### src/trs_pkg.sv
`default_nettype none
package trs_pkg;
	// Register map (byte addresses, one aligned word each)
	localparam logic [7:0] OFF_CTRL      = 8'h00;
	localparam logic [7:0] OFF_STATUS    = 8'h04;
	localparam logic [7:0] OFF_ID        = 8'h08;
	localparam logic [7:0] OFF_RESULT    = 8'h0C;
	localparam logic [7:0] OFF_SEL_BASE  = 8'h40;
	localparam int         NUM_PAIRS     = 4;
	localparam int         NUM_SEL       = 2 * NUM_PAIRS;
	// Control register fields
	localparam int         CTRL_EN_BIT   = 0;
	localparam int         CTRL_LOCK_BIT = 1;
	localparam logic [1:0] CTRL_RST      = 2'h0;
	// Status register fields
	localparam int         STAT_STATE_LSB = 0;
	localparam int         STAT_STABLE_BIT = 2;
	// Selector control fields
	localparam int         SEL_SELECT_LSB = 0;
	localparam int         SEL_GROUP_LSB  = 16;
	localparam int         SEL_INV_BIT    = 20;
	localparam int         SEL_PAIR_RESULT_INVERT_BIT = 21;
	localparam logic [31:0] SEL_RST       = 32'h0000_0000;
	localparam logic [31:0] SEL_WMASK     = 32'h0033_FFFF;
	// Resource groups
	localparam logic [3:0] GRP_EXT  = 4'h0;
	localparam logic [3:0] GRP_CMP  = 4'h1;
	localparam logic [3:0] GRP_CSQ  = 4'h2;
	// Drain timing: selector pipeline depth in clock cycles
	localparam int         SEL_PIPE_DEPTH = 1;
	localparam logic [1:0] DRAIN_CYCLES   = 2'(2 * SEL_PIPE_DEPTH);
	localparam logic [31:0] ERR_DATA      = 32'h0000_0000;

	typedef enum logic [1:0] {
		ST_RUNNING,
		ST_PAUSING,
		ST_PAUSED
	} trs_state_e;

	typedef struct packed {
		logic [3:0] ext_in;
		logic [7:0] cmp_in;
		logic [3:0] cnt_zero;
		logic [3:0] seq_state;
	} trs_res_s;

	typedef struct packed {
		logic       trace_disabled;
		logic       low_power;
		logic       prohibited;
	} trs_cond_s;
endpackage
`default_nettype wire

### src/trs_resource_ctrl.sv
// Register access over Wishbone and the address map are this design's own decisions.
`default_nettype none
module trs_resource_ctrl
(
	// Clock and reset
	input  wire logic                 clock,
	input  wire logic                 srst,
	// Wishbone slave
	input  wire logic                 wb_cyc_i,
	input  wire logic                 wb_stb_i,
	input  wire logic                 wb_we_i,
	input  wire logic [7:0]           wb_adr_i,
	input  wire logic [3:0]           wb_sel_i,
	input  wire logic [31:0]          wb_dat_i,
	output logic      [31:0]          wb_dat_o,
	output logic                      wb_ack_o,
	output logic                      wb_err_o,
	// Processing element status
	input  wire logic                 low_power,
	input  wire logic                 prohibited,
	input  wire logic                 buffer_overflow,
	// Resource inputs
	input  wire trs_pkg::trs_res_s    res_in,
	// Instruction block and synchronisation
	input  wire logic                 block_valid,
	input  wire logic                 sync_req,
	input  wire logic                 cmp_busy,
	// Outputs
	output logic [trs_pkg::NUM_SEL+1:0] sel_out,
	output logic [trs_pkg::NUM_PAIRS-1:0] pair_out,
	output logic                      pair_valid,
	output logic [3:0]                ext_out,
	output logic                      sync_done,
	output logic                      resource_running
);
	localparam int NS = trs_pkg::NUM_SEL;
	localparam int NP = trs_pkg::NUM_PAIRS;

	trs_pkg::trs_state_e state_r;
	logic [1:0]          ctrl_r;
	logic [31:0]         selreg_r [NS];
	logic [1:0]          drain_r;
	logic                stable_r;
	logic                sync_pend_r;
	trs_pkg::trs_res_s   res_r;
	trs_pkg::trs_res_s   res_q;
	trs_pkg::trs_cond_s  cond;
	logic [NS-1:0]       fire;
	logic                go_pause;
	logic                can_run;
	logic                acc;
	logic                hit;
	logic [31:0]         rdata;
	logic [31:0]         wmask;
	logic [3:0]          sidx;
	logic                drain_last;
	logic                wr_ctrl;
	logic                wr_sel;
	logic                rd_hit;

	function automatic logic sel_eval(input logic [31:0] c, input trs_pkg::trs_res_s r);
		logic [15:0] pool;
		logic        any;
		pool = 16'h0000;
		case (c[trs_pkg::SEL_GROUP_LSB +: 4])
			trs_pkg::GRP_EXT: pool = {12'h000, r.ext_in};
			trs_pkg::GRP_CMP: pool = {8'h00, r.cmp_in};
			trs_pkg::GRP_CSQ: pool = {8'h00, r.seq_state, r.cnt_zero};
			// Reserved groups select nothing
			default:          pool = 16'h0000;
		endcase
		any = |(pool & c[trs_pkg::SEL_SELECT_LSB +: 16]);
		sel_eval = c[trs_pkg::SEL_INV_BIT] ? ~any : any;
	endfunction

	// Word-aligned address inside the implemented selector control registers
	function automatic logic is_sel_addr(input logic [7:0] a);
		logic [3:0] idx;
		idx         = a[5:2];
		is_sel_addr = (a[7:6] == 2'h1) && (a[1:0] == 2'h0) && (32'(idx) < trs_pkg::NUM_SEL);
	endfunction

	// Word-aligned address inside the fixed control and status block
	function automatic logic is_low_addr(input logic [7:0] a);
		is_low_addr = (a[1:0] == 2'h0) && (a <= trs_pkg::OFF_RESULT);
	endfunction

	// Byte-lane merge of a selector write; the upper register of a pair keeps its pair invert at zero
	function automatic logic [31:0] sel_merge(input logic [31:0] old, input logic [31:0] d,
		input logic [31:0] m, input logic upper);
		logic [31:0] keep;
		keep = trs_pkg::SEL_WMASK;
		if (upper)
			keep[trs_pkg::SEL_PAIR_RESULT_INVERT_BIT] = 1'b0;
		sel_merge = (old & ~m) | (d & m & keep);
	endfunction

	// Pair result: AND of both selectors, then the lower register's pair invert
	function automatic logic pair_eval(input logic a, input logic b, input logic selector_invert);
		pair_eval = (a & b) ^ selector_invert;
	endfunction

	assign cond.trace_disabled = ~ctrl_r[trs_pkg::CTRL_EN_BIT] | ctrl_r[trs_pkg::CTRL_LOCK_BIT];
	assign cond.low_power      = low_power;
	assign cond.prohibited     = prohibited;
	// Any cause pauses; a buffer overflow is deliberately not a cause
	assign go_pause = cond.trace_disabled | cond.low_power | cond.prohibited;
	assign can_run  = ~go_pause;
	assign resource_running = (state_r == trs_pkg::ST_RUNNING);

	// Last drain cycle: the counter and sequencer pass has completed
	assign drain_last = (state_r == trs_pkg::ST_PAUSING) && (drain_r <= 2'h1);

	// Resource state machine; overflow has no effect on it
	always_ff @(posedge clock)
	begin
		if (srst)
		begin
			state_r <= trs_pkg::ST_PAUSED;
			drain_r <= 2'h0;
		end
		else
		begin
			case (state_r)
				trs_pkg::ST_RUNNING:
				begin
					if (go_pause)
					begin
						// Drain covers the selector pipeline twice
						state_r <= trs_pkg::ST_PAUSING;
						drain_r <= trs_pkg::DRAIN_CYCLES;
					end
				end
				trs_pkg::ST_PAUSING:
				begin
					if (drain_last)
						state_r <= trs_pkg::ST_PAUSED;
					else
						drain_r <= drain_r - 2'h1;
				end
				trs_pkg::ST_PAUSED:
				begin
					// Leaves only when every pause cause has cleared
					if (can_run)
						state_r <= trs_pkg::ST_RUNNING;
				end
				default: state_r <= trs_pkg::ST_PAUSED;
			endcase
		end
	end

	// Input staging: forced low while pausing except counters and sequencer
	always_ff @(posedge clock)
	begin
		if (srst)
			res_r <= '0;
		else if (state_r == trs_pkg::ST_RUNNING)
			res_r <= res_in;
		else if (state_r == trs_pkg::ST_PAUSING)
		begin
			res_r.ext_in    <= 4'h0;
			res_r.cmp_in    <= 8'h00;
			res_r.cnt_zero  <= res_in.cnt_zero;
			res_r.seq_state <= res_in.seq_state;
		end
	end

	// Selector pipeline stage: first drain cycle carries pre-forced values
	always_ff @(posedge clock)
	begin
		if (srst)
			res_q <= '0;
		else if (state_r != trs_pkg::ST_PAUSED && !stable_r)
			res_q <= res_r;
	end

	// Programmable selectors evaluate the staged resources
	always_comb
	begin
		for (int i = 0; i < NS; i++)
			fire[i] = sel_eval(selreg_r[i], res_q);
	end

	// Selector outputs
	always_ff @(posedge clock)
	begin
		if (srst)
		begin
			sel_out    <= '0;
			pair_out   <= '0;
			pair_valid <= 1'b0;
		end
		else
		begin
			sel_out[0] <= 1'b0;
			sel_out[1] <= (state_r == trs_pkg::ST_RUNNING);
			if (state_r != trs_pkg::ST_PAUSED && !stable_r)
			begin
				sel_out[NS+1:2] <= fire;
				for (int p = 0; p < NP; p++)
					pair_out[p] <= pair_eval(fire[2*p], fire[2*p+1], selreg_r[2*p][trs_pkg::SEL_PAIR_RESULT_INVERT_BIT]);
			end
			pair_valid <= block_valid && state_r == trs_pkg::ST_RUNNING;
		end
	end

	// External outputs driven low when paused
	always_ff @(posedge clock)
	begin
		if (srst)
			ext_out <= 4'h0;
		// Cleared on the edge that enters Paused, so no Paused cycle shows a stale value
		else if (state_r == trs_pkg::ST_PAUSED || drain_last)
			ext_out <= 4'h0;
		else
			ext_out <= fire[3:0];
	end

	// Programmers-model-stable flag, one cycle behind the state
	always_ff @(posedge clock)
	begin
		if (srst)
			stable_r <= 1'b0;
		else
			stable_r <= cond.trace_disabled && state_r == trs_pkg::ST_PAUSED;
	end

	// Trace synchronisation completes once comparators have drained
	always_ff @(posedge clock)
	begin
		if (srst)
		begin
			sync_pend_r <= 1'b0;
			sync_done   <= 1'b0;
		end
		else
		begin
			sync_done <= 1'b0;
			// A request arriving with the completion starts a new wait
			if (sync_pend_r && !cmp_busy)
			begin
				sync_done   <= 1'b1;
				sync_pend_r <= sync_req;
			end
			else if (sync_req)
				sync_pend_r <= 1'b1;
		end
	end

	// Bus slave: one registered answer per request, nothing outstanding
	assign acc  = wb_cyc_i & wb_stb_i & ~wb_ack_o & ~wb_err_o;
	assign sidx = wb_adr_i[5:2];
	assign hit  = is_low_addr(wb_adr_i) | is_sel_addr(wb_adr_i);
	assign wmask = {{8{wb_sel_i[3]}}, {8{wb_sel_i[2]}}, {8{wb_sel_i[1]}}, {8{wb_sel_i[0]}}};
	// Decoded strobes; a refused address writes nothing
	assign wr_ctrl = acc & hit & wb_we_i & (wb_adr_i == trs_pkg::OFF_CTRL) & wb_sel_i[0];
	assign wr_sel  = acc & hit & wb_we_i & is_sel_addr(wb_adr_i);
	assign rd_hit  = acc & hit & ~wb_we_i;

	// Read mux; unmapped words read as the error pattern
	always_comb
	begin
		rdata = trs_pkg::ERR_DATA;
		case (wb_adr_i)
			trs_pkg::OFF_CTRL:   rdata = {30'h0, ctrl_r};
			trs_pkg::OFF_STATUS: rdata = {29'h0, stable_r, state_r};
			trs_pkg::OFF_ID:     rdata = 32'(NP);
			trs_pkg::OFF_RESULT: rdata = {18'h0, pair_out, sel_out};
			default:
				if (is_sel_addr(wb_adr_i))
					rdata = selreg_r[sidx[2:0]];
		endcase
	end

	always_ff @(posedge clock)
	begin
		if (srst)
		begin
			wb_ack_o <= 1'b0;
			wb_err_o <= 1'b0;
			wb_dat_o <= 32'h0000_0000;
		end
		else
		begin
			// Ack and err are single-cycle pulses; data stands only with ack
			wb_ack_o <= acc & hit;
			wb_err_o <= acc & ~hit;
			wb_dat_o <= rd_hit ? rdata : 32'h0000_0000;
		end
	end

	always_ff @(posedge clock)
	begin
		if (srst)
			ctrl_r <= trs_pkg::CTRL_RST;
		// Only byte lane 0 carries the control bits
		else if (wr_ctrl)
			ctrl_r <= wb_dat_i[1:0];
	end

	always_ff @(posedge clock)
	begin
		if (srst)
		begin
			for (int i = 0; i < NS; i++)
				selreg_r[i] <= trs_pkg::SEL_RST;
		end
		else if (wr_sel)
		begin
			selreg_r[sidx[2:0]] <= sel_merge(selreg_r[sidx[2:0]], wb_dat_i, wmask, sidx[0]);
		end
	end
endmodule
`default_nettype wire

### config.mk
export PLATFORM = sky130hd
export DESIGN_NAME = trs_resource_ctrl
export DESIGN_NICKNAME = d
export VERILOG_FILES = /design/src/trs_pkg.sv /design/src/trs_resource_ctrl.sv
export SDC_FILE = /design/constraint.sdc
export NUM_CORES = 1
export LEC_CHECK = 0
export BUFFER_PORTS_ARGS = -buffer_cell sky130_fd_sc_hd__buf_4
export CORE_MARGIN = 3
export CORE_UTILIZATION = 25
export CTS_CLUSTER_DIAMETER = 50
export CTS_CLUSTER_SIZE = 25
export DETAILED_ROUTE_END_ITERATION = 10
export GPL_TIMING_DRIVEN = 0
export PLACE_DENSITY = 0.39
export SLEW_MARGIN = 0
export SYNTH_ARGS = -nofsm -noshare
export SYNTH_HDL_FRONTEND = slang
export SYNTH_SLANG_ARGS = --single-unit
### constraint.sdc
create_clock -name clock -period 5.6 [get_ports clock]
set_clock_uncertainty 0.1 [all_clocks]
set_input_delay 0.28 -clock clock [delete_from_list [all_inputs] [get_ports clock]]
set_output_delay 0.28 -clock clock [all_outputs]
set_load 0.005 [all_outputs]
==> out/metrics.csv <==
stage,metric,value,unit
critical_path,endpoint type of the worst setup path,register,
logic_synthesis,async set-or-reset flop fraction in the synthesized netlist,0,%
hold_path,worst hold path type,in -> reg,
cts,cell at the root of the clock tree,clkbuf_16,
timing,final count of hold timing violations,0,
logic_synthesis,cell area after technology mapping,16000,sq um
pwr,clock share of power,46.2,%
floorplanning,total die area,67200,sq um
critical_path,crit-path most repeated cell,buf_1,
critical_path,R2R setup slack,2.37,ns
routing,number of vias per cell,4.80,
logic_synthesis,leading cell types by total area after synthesis,"edfxtp_1 48%, dfxtp_1 13%, mux4_2 8.9%",
timing,number of failing setup endpoints in the final timing report,0,
final_layout,ANT cells,0,
floorplanning,number of core rows,92,
logic_synthesis,area share of the largest cell type after synthesis,48.0,%
critical_path,data required time of the worst path,5.75,ns
global_routing,all-layer global routing usage,17.7,%
cts,number of buffers inserted for hold repair after clock tree synthesis,29,
routing,count of antenna-violating nets left after detailed routing,0,
placed_design,DPL Wire Length,42300,um
pwr,"Power, Total",6.24,mW
floorplanning,Initial Util,25.4,%
critical_path,CP arrival,3.53,ns
timing,Worst Slack Setup Final,2.22,ns
pwr,share of total power in sequential cells,46.9,%
logic_synthesis,Ys Warns,0,
logic_synthesis,"area leader, netlist",edfxtp_1,
logic_synthesis,number of register bits inferred by synthesis,357,
logic_synthesis,number of cells produced by synthesis,1313,
timing,peak clock frequency supported by timing,0.296,GHz
timing,fin. max-slew vios,0,
cts,clock latency of the later-clocked register in the worst-skew pair,0.56,ns
final_layout,relative area change from synthesis to final layout,23.8,%
final_layout,nets@finish,1582,
critical_path,path depth of the worst reg2reg path,7,
global_routing,initial antenna violation count,0,
routing,drt wl/cell,25.0,um
cts,Resized Gates After CTS,0,
cts,number of setup buffers added after CTS,0,
routing,count of TritonRoute iterations in the first routing pass,8,
timing,setup total negative slack,0,ns
pwr,switching power,1.57,mW
critical_path,worst-path fanout max,21,
placed_design,Worst Setup Slack post-DPL,1.61,ns
global_routing,global-route wire length before repair,85800,um
cts,clock-pin slew reported for the worst setup and hold paths after clock tree synthesis,0.06,ns
critical_path,crit start category,input port,
critical_path,R2R Path Start,selreg_r[2][17],
hold_path,Hold Path Origin,wb_adr_i[5],
run,max-capacitance violation count,0,
final_layout,post-layout util,31.4,%
placed_design,final weighted congestion in routability-driven placement,0.889,
final_layout,layout cells sized above 1,22.7,%
routing,final wirelength,59700,um
routing,Vias,11500,
pwr,VDD IR-drop max,0.164,mV
pwr,switching fraction of total power,25.2,%
run_status,run status,finished clean,
timing,transition time at the pin with the least slew margin,1.17,ns
pwr,Power Internal,4.67,mW
critical_path,highest cell delay on the worst timing path,0.77,ns
pwr,Comb power frac,6.9,%
placed_design,PortBufs,109,
global_routing,final global-route overflow total,0,
floorplanning,core region area,63200,sq um
logic_synthesis,sequential element share of the synthesized area,60.6,%
critical_path,sequence of cells on the critical path,"clkbuf_1, buf_1, buf_1, nand3_1, nand2b_2, buf_12",
pwr,static leakage power,6.98,nW
cts,number of CTS-inserted buffers,45,
cts,clock tree from TritonCTS,done,
logic_synthesis,count of flip-flops with a built-in enable after synthesis,256,
floorplanning,I/O pin cnt,130,
routing,detailed-route DRC error count,0,
critical_path,cell with the biggest individual delay on the critical path,buf_1,
critical_path,path type of the worst setup path,in -> reg,
hold_path,terminating pin of the worst hold path,wb_err_o,
logic_synthesis,mean instance size in the synthesized netlist,12.2,sq um
timing,period utilization,60.4,%
floorplanning,width of the die,259,um
timing,headroom to the max-slew limit,22.0,%
cts,total clock sinks,357,
logic_synthesis,"Net Count, Synth",1389,
hold_path,hold path cells,4,
logic_synthesis,unique cell type count in the Yosys netlist,64,
cts,clk buf depth,3,
critical_path,capture point of the worst reg-to-reg path,pair_out[1],
logic_synthesis,commonest register cell after synthesis,edfxtp_1,
routing,detailed router's first-iteration violation count,999,
global_routing,largest net degree at the start of global routing,25,
cts,number of H-tree levels,2,
timing,unrepaired setup endpoints after global routing,no,
pwr,power density cells,315,nW/um^2
timing,crit path time final,3.38,ns
global_routing,vias in the first global route,11800,
timing,worst hold slack across all endpoints,0.0869,ns
floorplanning,die outline height,259,um
stage by stage:
step	area, sq um	cells
floorplan	16000	1313
global placement	17900	2268
detailed placement	18100	2276
CTS	19800	2386
global route	19800	2386
finish	19800	2386
registers in the layout (all words and copies together), names as in the netlist, 4 cells and up:
register	flops
pair_out	4
ext_out	4
selreg_r	256
res_q	20
sel_out	9
wb_dat_o	32
res_r	20
cell usage in the layout (no fill, tap or decap), drive strengths merged, types with 19 or more instances in the layout:
| master | netlist | layout |
|---|---|---|
| a21oi | 43 | 43 |
| a22oi | 46 | 46 |
| buf | 44 | 161 |
| clkbuf | 65 | 113 |
| dfxtp | 101 | 101 |
| dlygate4sd3 | 0 | 29 |
| edfxtp | 256 | 256 |
| inv | 10 | 22 |
| mux2 | 20 | 20 |
| mux2i | 53 | 53 |
| mux4 | 64 | 64 |
| nand2 | 89 | 89 |
| nand2b | 22 | 22 |
| nor2 | 328 | 328 |
| o21ai | 19 | 19 |
cells in the mapped netlist (4+ instances only):
master,instances
inv_1,9
mux4_2,63
o21ai_0,15
a22o_1,16
o21ai_1,4
nand3_1,8
a22oi_1,46
nor3_1,8
mux2_2,17
a311oi_1,5
xnor2_1,5
buf_2,32
o22ai_1,6
nor2_1,328
a221oi_1,4
nor2b_1,5
buf_4,5
nand2b_1,22
mux2i_1,53
nor3b_1,7
a222oi_1,7
o32ai_1,5
nand2_1,89
or3_1,8
nand4b_1,4
edfxtp_1,256
a21oi_1,43
clkbuf_1,65
or2_2,13
a211oi_1,11
dfxtp_1,101
buf_1,4
power by group through the flow:
stage	logic (mW)	registers [mW]	clock network (mW)
after global routing	0.462	2.93	3.07
final	0.430	2.93	2.88
after floorplan	0.232	2.97	0
after global placement	0.405	2.99	0
after CTS	0.438	2.93	2.97
after detailed placement	0.421	2.99	0
logic make-up after synthesis:
group	count (synthesis)	share of synthesized area, %
other cells	1	0.0234
fa+ha+maj	1	0.0781
xor+xnor	8	0.484
buf+inv	120	3.32
simple gates	509	13.6
compound gates	180	8.16
flops	357	60.6
mux	137	13.8
critical path, delay by kind of cell:
family / cells / cell delay, ns
simple gates: 2 / 1.12
buf+inv: 4 / 2.11
worst max-delay path by stage:
stage	from	endpoint	slack, ns
floorplan	wb_adr_i[2]	selreg_r[7][0]	2.79
global placement	wb_adr_i[4]	selreg_r[6][4]	0.52
detailed placement	wb_adr_i[4]	selreg_r[7][8]	1.61
CTS	wb_adr_i[4]	selreg_r[7][7]	2.22
global route	wb_adr_i[4]	selreg_r[7][7]	2.05
finish	wb_adr_i[4]	selreg_r[7][7]	2.22
routing by layer:
layer	global-route usage [%]	wire [um]	vias to the layer above	part of all wire, %
met5	0	0	-	0
met4	5.34	1310	0	2.2
met3	2.59	3180	75	5.3
met2	30.1	29000	352	49
met1	23.4	26200	5819	44
li1	-	-	5211	-
final cells by class:
class	count	area [sq um]
clock inverter	33	334
fill	6364	43400
tap	846	1060
clock buffer	48	1140
buffer	109	490
timing repair buffer	146	1270
multi-input combinational	836	5800
sequential	357	9710
inverter	11	41.3
(Power assumes the default switching activity.)
